$ cat config.mk
export PLATFORM = sky130hd
export DESIGN_NAME = sec_event_status
export DESIGN_NICKNAME = d
export VERILOG_FILES = /design/src/include/sec_pkg.sv /design/src/hw/sec_event_status.sv
export SDC_FILE = /design/constraint.sdc
export NUM_CORES = 1
export LEC_CHECK = 0
export BUFFER_PORTS_ARGS = -buffer_cell sky130_fd_sc_hd__buf_2
export CAP_MARGIN = 20
export CORE_ASPECT_RATIO = 2
export CORE_MARGIN = 4
export CORE_UTILIZATION = 49
export CTS_BUF_LIST = sky130_fd_sc_hd__clkbuf_16
export DETAILED_ROUTE_END_ITERATION = 8
export HOLD_SLACK_MARGIN = 0.06
export PLACE_DENSITY = 0.81
export SYNTH_ARGS = -nofsm -noshare
export SYNTH_HDL_FRONTEND = slang
export SYNTH_SLANG_ARGS = --single-unit
export TNS_END_PERCENT = 50
$ cat constraint.sdc
create_clock -name clk_sys -period 2.5 [get_ports clk_sys]
set_input_delay 0.5 -clock clk_sys [delete_from_list [all_inputs] [get_ports clk_sys]]
set_output_delay 0.5 -clock clk_sys [all_outputs]
set_load 0.01 [all_outputs]
$ cat src/include/sec_pkg.sv
// Constants and carrier types for the socket status-change event block.
// Assumes a single host-side clock; card pins arrive already synchronous to it.
package sec_pkg;

  // Register offsets in socket space and in the legacy index space.
  localparam logic [11:0] SOCK_STATUS_OFS   = 12'h804;
  localparam logic [11:0] SOCK_CONFIG_OFS   = 12'h805;
  localparam logic [11:0] LEG_A_STATUS_OFS  = 12'h004;
  localparam logic [11:0] LEG_A_CONFIG_OFS  = 12'h005;
  localparam logic [11:0] LEG_B_STATUS_OFS  = 12'h044;
  localparam logic [11:0] LEG_B_CONFIG_OFS  = 12'h045;

  // Reset values.
  localparam logic [7:0]  STATUS_RESET      = 8'h00;
  localparam logic [7:0]  CONFIG_RESET      = 8'h00;

  // Status bit positions; the same positions hold the source mask bits.
  localparam int          BIT_BAT_DEAD      = 0;
  localparam int          BIT_BAT_LOW       = 1;
  localparam int          BIT_READY         = 2;
  localparam int          BIT_CARD_DETECT   = 3;
  localparam int          NUM_SOURCES       = 4;

  // Routing select field of the configuration register.
  localparam int          ROUTE_LSB         = 4;
  localparam int          ROUTE_W           = 4;

  // Idle card pin levels: detects and active-low lines high, ready and ring low.
  // The synchroniser resets to these, so no false edge follows reset.
  localparam logic [5:0]  PINS_IDLE         = 6'h36;

  // Unused upper status bits.
  localparam logic [3:0]  STATUS_UNUSED     = 4'h0;

  // Pins from the card, as seen by the block.
  typedef struct packed {
    logic card_detect_a_n;
    logic card_detect_b_n;
    logic card_ready_in;
    logic battery_warn_n;
    logic card_status_line_n;
    logic ring_indicate_in;
  } sec_card_pins_t;

  // Socket mode bits held by neighbouring control registers.
  typedef struct packed {
    logic ring_mode_enable;
    logic card_kind_select;
    logic clear_by_write;
  } sec_mode_t;

endpackage : sec_pkg

$ cat src/hw/sec_event_status.sv
// Status-change event logic for one 16-bit card socket: status and config registers.
// Assumes a simple host register port; mode bits come from neighbouring registers.
`timescale 1ns/1ps

// How it works
// - Disabled source reads zero in status
// - Enabled source sets bit, raises interrupt
// - Clear by status read or write-one
// - Global clear-mode bit picks one method
// - Status bits seven to four read zero
// - Card-detect level change sets bit three
// - Memory card ready rise sets bit two
// - I/O card holds bit two zero
// - Memory card battery warning sets bit one
// - I/O card holds bit one zero
// - Memory card status line sets bit zero
// - Ring mode: ring input rise sets bit zero
// - Status at 804h, 04h or 44h
// - Config at 805h, 05h or 45h
// - Config holds routing select and masks
// - Ring mode enable bit from control
// - Card kind bit: zero memory, one I/O
module sec_event_status #(
  parameter bit SOCKET_B = 1'b0
) (
  // Clock and reset.
  input  wire logic                     clk_sys,
  input  wire logic                     sys_rst,
  // Host register port.
  input  wire logic                     reg_legacy_space,
  input  wire logic [11:0]              reg_addr,
  input  wire logic                     reg_rd_en,
  input  wire logic                     reg_wr_en,
  input  wire logic [7:0]               reg_wr_data,
  output logic      [7:0]               reg_rd_data,
  output logic                          reg_rd_valid,
  // Socket mode bits.
  input  wire sec_pkg::sec_mode_t       socket_mode,
  // Card pins.
  input  wire sec_pkg::sec_card_pins_t  card_pins,
  // Host side results.
  output logic                          socket_event_interrupt,
  output logic [sec_pkg::ROUTE_W-1:0]   event_route_select
);

  localparam int NS = sec_pkg::NUM_SOURCES;

  logic [7:0]    status_reg;
  logic [7:0]    config_reg;
  logic [5:0]    sync1_reg;
  logic [5:0]    sync2_reg;
  logic [5:0]    prev_reg;
  logic [NS-1:0] event_set;
  logic [NS-1:0] clear_mask;
  logic [NS-1:0] status_next;
  logic [NS-1:0] masks;
  logic          hit_status;
  logic          hit_config;
  logic          io_card;
  logic          ring_mode;
  logic          bit0_level;
  logic          bit0_prev;

  // Address decode for socket space and the legacy index of this socket.
  always_comb begin
    if (reg_legacy_space) begin
      hit_status = reg_addr == (SOCKET_B ? sec_pkg::LEG_B_STATUS_OFS
                                         : sec_pkg::LEG_A_STATUS_OFS);
      hit_config = reg_addr == (SOCKET_B ? sec_pkg::LEG_B_CONFIG_OFS
                                         : sec_pkg::LEG_A_CONFIG_OFS);
    end else begin
      hit_status = reg_addr == sec_pkg::SOCK_STATUS_OFS;
      hit_config = reg_addr == sec_pkg::SOCK_CONFIG_OFS;
    end
  end

  // Two-stage synchroniser, then one more stage that the edge detectors compare against.
  always_ff @(posedge clk_sys) begin
    if (sys_rst) begin
      sync1_reg <= sec_pkg::PINS_IDLE;
      sync2_reg <= sec_pkg::PINS_IDLE;
      prev_reg  <= sec_pkg::PINS_IDLE;
    end else begin
      sync1_reg <= card_pins;
      sync2_reg <= sync1_reg;
      prev_reg  <= sync2_reg;
    end
  end

  assign io_card   = socket_mode.card_kind_select;
  assign ring_mode = socket_mode.ring_mode_enable;
  assign masks     = config_reg[NS-1:0];

  // Struct field order: detect_a=5, detect_b=4, ready=3, warn_n=2, status_n=1, ring=0.
  // Bit zero source: ring input in ring mode, otherwise the asserted status line.
  assign bit0_level = ring_mode ? sync2_reg[0] : ~sync2_reg[1];
  assign bit0_prev  = ring_mode ? prev_reg[0]  : ~prev_reg[1];

  // Raw events; a source that is masked off never records anything.
  always_comb begin
    event_set = '0;
    event_set[sec_pkg::BIT_CARD_DETECT] = (sync2_reg[5] != prev_reg[5])
                                        | (sync2_reg[4] != prev_reg[4]);
    event_set[sec_pkg::BIT_READY]       = ~io_card & sync2_reg[3]
                                        & ~prev_reg[3];
    event_set[sec_pkg::BIT_BAT_LOW]     = ~io_card & ~sync2_reg[2]
                                        & prev_reg[2];
    event_set[sec_pkg::BIT_BAT_DEAD]    = bit0_level & ~bit0_prev;
    event_set = event_set & masks;
  end

  // Only the clear method picked by the global mode bit is honoured.
  always_comb begin
    clear_mask = '0;
    if (socket_mode.clear_by_write) begin
      if (reg_wr_en && hit_status) begin
        clear_mask = reg_wr_data[NS-1:0];
      end
    end else if (reg_rd_en && hit_status) begin
      clear_mask = '1;
    end
  end

  // Sticky status: a new event in the clearing cycle is kept.
  assign status_next = (status_reg[NS-1:0] & ~clear_mask) | event_set;

  always_ff @(posedge clk_sys) begin
    if (sys_rst) begin
      status_reg <= sec_pkg::STATUS_RESET;
    end else begin
      status_reg <= {sec_pkg::STATUS_UNUSED, status_next};
    end
  end

  // I/O card forces the ready and battery-low bits to read zero at all times.
  logic [NS-1:0] status_view;
  always_comb begin
    status_view = status_reg[NS-1:0] & masks;
    if (io_card) begin
      status_view[sec_pkg::BIT_READY]   = 1'b0;
      status_view[sec_pkg::BIT_BAT_LOW] = 1'b0;
    end
  end

  always_ff @(posedge clk_sys) begin
    if (sys_rst) begin
      config_reg <= sec_pkg::CONFIG_RESET;
    end else if (reg_wr_en && hit_config) begin
      config_reg <= reg_wr_data;
    end
  end

  // Read data is registered; the read-clear takes effect on the same edge.
  always_ff @(posedge clk_sys) begin
    if (sys_rst) begin
      reg_rd_data  <= 8'h00;
      reg_rd_valid <= 1'b0;
    end else begin
      reg_rd_valid <= reg_rd_en;
      if (reg_rd_en && hit_status) begin
        reg_rd_data <= {sec_pkg::STATUS_UNUSED, status_view};
      end else if (reg_rd_en && hit_config) begin
        reg_rd_data <= config_reg;
      end else if (reg_rd_en) begin
        reg_rd_data <= 8'h00;
      end
    end
  end

  assign socket_event_interrupt = |status_view;
  assign event_route_select =
    config_reg[sec_pkg::ROUTE_LSB +: sec_pkg::ROUTE_W];

endmodule : sec_event_status

==> reports/summary.txt, run 1 <==
Via density -> 5.46
Syn Std Cell Area -> 1540 um2
Die height -> 87.2 um
Bufs and invs on worst path -> 1
Number of buffers created by CTS -> 5
Rel. slew slack -> 65.5%
Post-DRT Antenna Nets -> 0
Fmax -> 506 MHz
Clock transition at path regs -> 50 ps
Port buffer count -> 47
Row count -> 28
Slowest stage cell, crit path -> or4_1
Crit share post-route -> 79.0%
Tightest Hold Check Type -> in2reg
Compound-Gate Fraction of Synth Area -> 11.5%
Initial Util -> 51.6%
Leakage -> 0.808 nW
CP startpoint kind -> primary input
Vias -> 1282
Global-route wire length before repair -> 5530 um
Worst VDD drop -> 0.000597 V
Dpl hpwl -> 2550 um
Clk_lat worst skew -> 280 ps
Crit path kind -> in2reg
Yosys warns -> 0
Total clock sinks -> 39
Die ar. -> 4150 um2
Fin Clk Skew -> 4.05 ps
Initial antenna violation count -> 0
P&R area growth vs syn -> 26.0%
Core ar. -> 2980 um2
Busiest grt layer -> met2
Final Setup Violations -> 0
Number of synthesized register bits -> 39
Die Wd -> 47.6 um
Worst slew pin tran -> 515 ps
RSZ-0062 raised after global routing -> false
Vias in the first global route -> 1333
CTS resizes -> 0
Synth Area in XOR/XNOR -> 1.71%
TritonCTS clock tree -> done
GP Congestion -> 0.743
Share of cells above drive strength 1 -> 39.5%
Post-CTS setup buffers -> 0
DRC Markers -> 0
Outcome -> complete, no violations
M2 GR Usage -> 34.0%
Worst Hold Depth -> 2
Cell count along the critical path -> 4
Adder-Cell Fraction of Synth Area -> 0%
Wirelength, routed -> 3270 um
Maxcap violations -> 0
Critical Path RT -> 2710 ps
Setup TNS -> 0 ps
N_diodes -> 0
Total Routing Usage GR -> 18.7%
Total power -> 1.40 mW
PwrDens -> 723 nW/um2
Critical Path AT -> 2180 ps
Drt pass-1 iters -> 4
Final net count -> 238
Synth unique cells -> 32
CP cell instances -> buf_2 > or4b_1 > or4_1 > o21ai_2
IO Pins -> 48
CP max stage delay -> 750 ps
Synthesized instance count -> 156
Synthesized Nets -> 190
Routed len/inst -> 13.9 um
M1 GR Usage -> 16.9%
Endpoint type of the worst setup path -> flop
Depth of the CTS H-tree -> 2
Hold WS -> 404 ps
Post-CTS Hold Fix Bufs -> 0
Largest family of logic cells by synthesized area -> simple AND/OR/NAND/NOR gates
Root buf cell -> clkbuf_16
Crit-path max FO -> 8
GR Overflow Total -> 0
Slew Viols, Final -> 0
Synth Area in Simple Gates -> 26.6%
Fin. Hold Viols -> 0
Sequential cell area fraction in the yosys report -> 50.8%
Tmin final -> 1980 ps
Syn_area_per_cell -> 9.85 um2
Pin count of the biggest net entering global routing -> 23
CTS max path bufs -> 2
Met3 usage -> 5.80%
Worst path top cell family by delay -> simple AND/OR/NAND/NOR gates
R2R depth -> 3
1st-iter DRT viols -> 34
Final core occ -> 65.0%
Proportion of synthesized area in mux cells -> 5.21%
## routing by layer
metal  part of all wire, %  routed length (um)
met1                    32                1060
met2                    59                1910
met5                     0                   0
met4                   3.0                  98
met3                   5.9                 194
## report_power, final
group / internal [mW] / switching, mW / leakage, nW
combinational: 0.0372 / 0.0379 / 0.409
sequential: 0.635 / 0.00374 / 0.318
clock: 0.464 / 0.222 / 0.0812
total: 1.14 / 0.264 / 0.808
## path summary, 6_finish.rpt
check	start	slack [ps]	endpoint
max reg2reg	config_reg[2]$_SDFFE_PP0P_	1420	status_reg[2]$_SDFF_PP0_
min	card_pins[2]	400	sync1_reg[2]$_SDFF_PP1_
min reg2reg	sync1_reg[2]$_SDFF_PP1_	410	sync2_reg[2]$_SDFF_PP1_
max	reg_addr[7]	520	reg_rd_data[5]$_SDFFE_PP0P_
## cell usage in the layout (no fill, tap or decap), drive strengths merged, types with 2 or more instances in the layout
cell type	n
clkinv	3
or4	2
or2	12
a21oi	5
buf	50
xor2	2
dfxtp	39
nor4bb	3
mux2i	8
nor2	2
nor4	2
nor2b	10
or4b	2
o21ai	15
a22oi	2
nand3	5
nand2	28
clkbuf	5
## Yosys cell counts (all sizes together)
cell / instances / area [um2]
dfxtp: 39 / 781
nand2: 28 / 105
o21ai: 15 / 105
or2: 12 / 75.1
nor2b: 10 / 62.6
mux2i: 8 / 80.1
buf: 6 / 48.8
a21oi: 5 / 25.0
nand3: 5 / 25.0
clkbuf: 3 / 11.3
nor4bb: 3 / 30.0
a22oi: 2 / 15.0
nor2: 2 / 7.51
nor4: 2 / 27.5
or4: 2 / 18.8
or4b: 2 / 20.0
xor2: 2 / 17.5
a211oi: 1 / 7.51
and4b: 1 / 10.0
clkinv: 1 / 3.75
nand2b: 1 / 6.26
o211ai: 1 / 7.51
o31ai: 1 / 7.51
o41ai: 1 / 8.76
or3: 1 / 6.26
or4bb: 1 / 15.0
xnor2: 1 / 8.76
## through the flow
stage	setup slack [ps]	instances	instance area, um2
finish	524	235	1940
global route	463	235	1940
CTS	510	235	1940
detailed placement	240	227	1770
global placement	291	227	1770
floorplan	557	156	1540
## kinds of logic (layout without fill, tap and decap cells)
logic type | after synthesis | in the layout
AND/OR/NAND/NOR | 70 | 70
flip-flops | 39 | 39
AO/OA/AOI/OAI | 26 | 26
buffers and inverters | 10 | 59
multiplexers | 8 | 8
XOR/XNOR | 3 | 3
## layout make-up
type / instances / area [um2]
Fill cell: 242 / 1040
Sequential cell: 39 / 781
Multi-Input combinational cell: 107 / 692
Timing Repair Buffer: 50 / 258
Clock buffer: 5 / 125
Clock inverter: 3 / 38.8
Tap cell: 30 / 37.5
Inverter: 1 / 3.75
Power figures use the tool's default switching activity.
==> run 2, diff against run 1 <==
--- a/config.mk
+++ b/config.mk
@@ -9,11 +9,11 @@
 export CAP_MARGIN = 20
 export CORE_ASPECT_RATIO = 2
 export CORE_MARGIN = 4
-export CORE_UTILIZATION = 49
+export CORE_UTILIZATION = 45
 export CTS_BUF_LIST = sky130_fd_sc_hd__clkbuf_16
 export DETAILED_ROUTE_END_ITERATION = 8
 export HOLD_SLACK_MARGIN = 0.06
-export PLACE_DENSITY = 0.81
+export PLACE_DENSITY = 0.78
 export SYNTH_ARGS = -nofsm -noshare
 export SYNTH_HDL_FRONTEND = slang
 export SYNTH_SLANG_ARGS = --single-unit
==> constraint.sdc (replaced) <==
create_clock -name clk_sys -period 1.7 [get_ports clk_sys]
set_input_delay 0.34 -clock clk_sys [delete_from_list [all_inputs] [get_ports clk_sys]]
set_output_delay 0.34 -clock clk_sys [all_outputs]
set_load 0.01 [all_outputs]
==> reports/summary.txt, run 2 (synthesized netlist as in run 1, its figures left out) <==
PwrDens -> 1110 nW/um2 (was 723 nW/um2)
Crit path kind -> in2reg (unchanged)
Crit share post-route -> 90.7%
Initial Util -> 47.6% (was 51.6%)
RSZ-0062 raised after global routing -> false (unchanged)
Port buffer count -> 47 (unchanged)
Total clock sinks -> 39 (unchanged)
Clock transition at path regs -> 60 ps (was 50 ps)
Outcome -> complete, no violations (unchanged)
Tmin final -> 1540 ps
Fmax -> 648 MHz
Maxcap violations -> 0 (unchanged)
Global-route wire length before repair -> 5110 um (was 5530 um)
Worst VDD drop -> 0.00106 V (was 0.000597 V)
GR Overflow Total -> 0 (unchanged)
Share of cells above drive strength 1 -> 42.4% (was 39.5%)
Final net count -> 243 (was 238)
Post-layout instance area -> 2030 um2 (was 1940 um2)
Vias in the first global route -> 1240 (was 1333)
GP Congestion -> 0.842 (was 0.743)
TritonCTS clock tree -> done (unchanged)
Post-CTS setup buffers -> 0 (unchanged)
Vias -> 1240 (was 1282)
Clk_lat worst skew -> 280 ps (about the same)
Pin count of the biggest net entering global routing -> 23 (unchanged)
Worst slew pin tran -> 450 ps (was 515 ps)
Critical Path AT -> 1760 ps (was 2180 ps)
Wirelength, routed -> 3020 um (was 3270 um)
Routed len/inst -> 12.5 um (was 13.9 um)
Drt pass-1 iters -> 4 (unchanged)
Root buf cell -> clkbuf_16 (unchanged)
CTS max path bufs -> 2 (unchanged)
Register-to-register setup slack -> 670 ps (was 1420 ps)
Setup TNS -> 0 ps (unchanged)
Leakage -> 0.848 nW (was 0.808 nW)
Tightest Hold Check Type -> in2reg (unchanged)
CP startpoint kind -> primary input (unchanged)
Rel. slew slack -> 69.9% (was 65.5%)
1st-iter DRT viols -> 8 (was 34)
CTS resizes -> 0 (unchanged)
N_diodes -> 0 (unchanged)
Critical Path RT -> 1920 ps (was 2710 ps)
Final Setup Violations -> 0 (unchanged)
DRC Markers -> 0 (unchanged)
Multi-input logic area -> 703 um2 (was 692 um2)
Die ar. -> 4470 um2 (was 4150 um2)
Die height -> 90.6 um (was 87.2 um)
P&R area growth vs syn -> 31.9% (was 26.0%)
Most common cell after layout, fill and taps aside -> buf_2 (unchanged)
Seq. cell area -> 781 um2 (unchanged)
Slew Viols, Final -> 0 (unchanged)
Fin. Hold Viols -> 0 (unchanged)
Endpoint type of the worst setup path -> flop (unchanged)
Hold WS -> 238 ps (was 404 ps)
IO Pins -> 48 (unchanged)
Placement Cell Area -> 1830 um2 (was 1770 um2)
Total Routing Usage GR -> 14.8% (was 18.7%)
Via density -> 5.15 (was 5.46)
Core ar. -> 3230 um2 (was 2980 um2)
Fin Clk Skew -> 4.04 ps (was 4.05 ps)
Post-DRT Antenna Nets -> 0 (unchanged)
FILL cells -> 276 (was 242)
Post-CTS Hold Fix Bufs -> 0 (unchanged)
Initial antenna violation count -> 0 (unchanged)
Most frequent cells in the layout -> buf_2, dfxtp_1, nand2_1, or2_2, nor2b_1 (unchanged)
Depth of the CTS H-tree -> 2 (unchanged)
Crit-path max FO -> 8 (unchanged)
Die Wd -> 49.3 um (was 47.6 um)
Dpl hpwl -> 2440 um (was 2550 um)
Number of buffers created by CTS -> 5 (unchanged)
Row count -> 29 (was 28)
## run 2: final timing paths
check / startpoint / endpoint / cells after the start
worst min register to register: sync1_reg[2]$_SDFF_PP1_ / sync2_reg[2]$_SDFF_PP1_ / 1
worst max register to register: config_reg[1]$_SDFFE_PP0P_ / status_reg[1]$_SDFF_PP0_ / 3
worst min-delay path: card_pins[4] / sync1_reg[4]$_SDFF_PP1_ / 2
worst max-delay path: sys_rst / reg_rd_data[0]$_SDFFE_PP0P_ / 4
## run 2: metrics by stage
stage | utilization [%] | power (mW) | setup WS (ps) | cells
2_1_floorplan | - | 1.01 | -68.3 | 156
3_3_place_gp | 56.8 | 1.07 | -116 | 233
3_5_place_dp | 56.8 | 1.08 | -137 | 233
4_1_cts | 62.8 | 2.27 | 154 | 241
5_1_grt | 62.8 | 2.32 | 105 | 241
6_report | 62.8 | 2.25 | 157 | 241
## run 2: area by class of cell
type | instances | area share (%)
Timing Repair Buffer | 55 | 15.2
Inverter | 1 | 0.185
Clock inverter | 3 | 3.33
Multi-Input combinational cell | 107 | 34.7
Clock buffer | 5 | 6.17
Sequential cell | 39 | 38.5
Tap cell | 31 | 1.91
## run 2: routing by layer
metal / GRT usage [%] / routed length [um] / up-vias
met5: 0 / 0 / -
met3: 4.13 / 165 / 7
met2: 28.5 / 1760 / 28
li1: - / - / 636
met4: 7.13 / 59 / 0
met1: 13.3 / 1040 / 569
## run 2: power by group
group	internal (mW)	total, mW	switching, mW
clock network	0.839	1.19	0.350
logic	0.0623	0.119	0.0564
registers	0.933	0.938	0.00502
## run 2: critical path, stage by stage
cell	delay, ps
buf_2	110
or4b_4	530
or4_4	640
o21ai_2	150
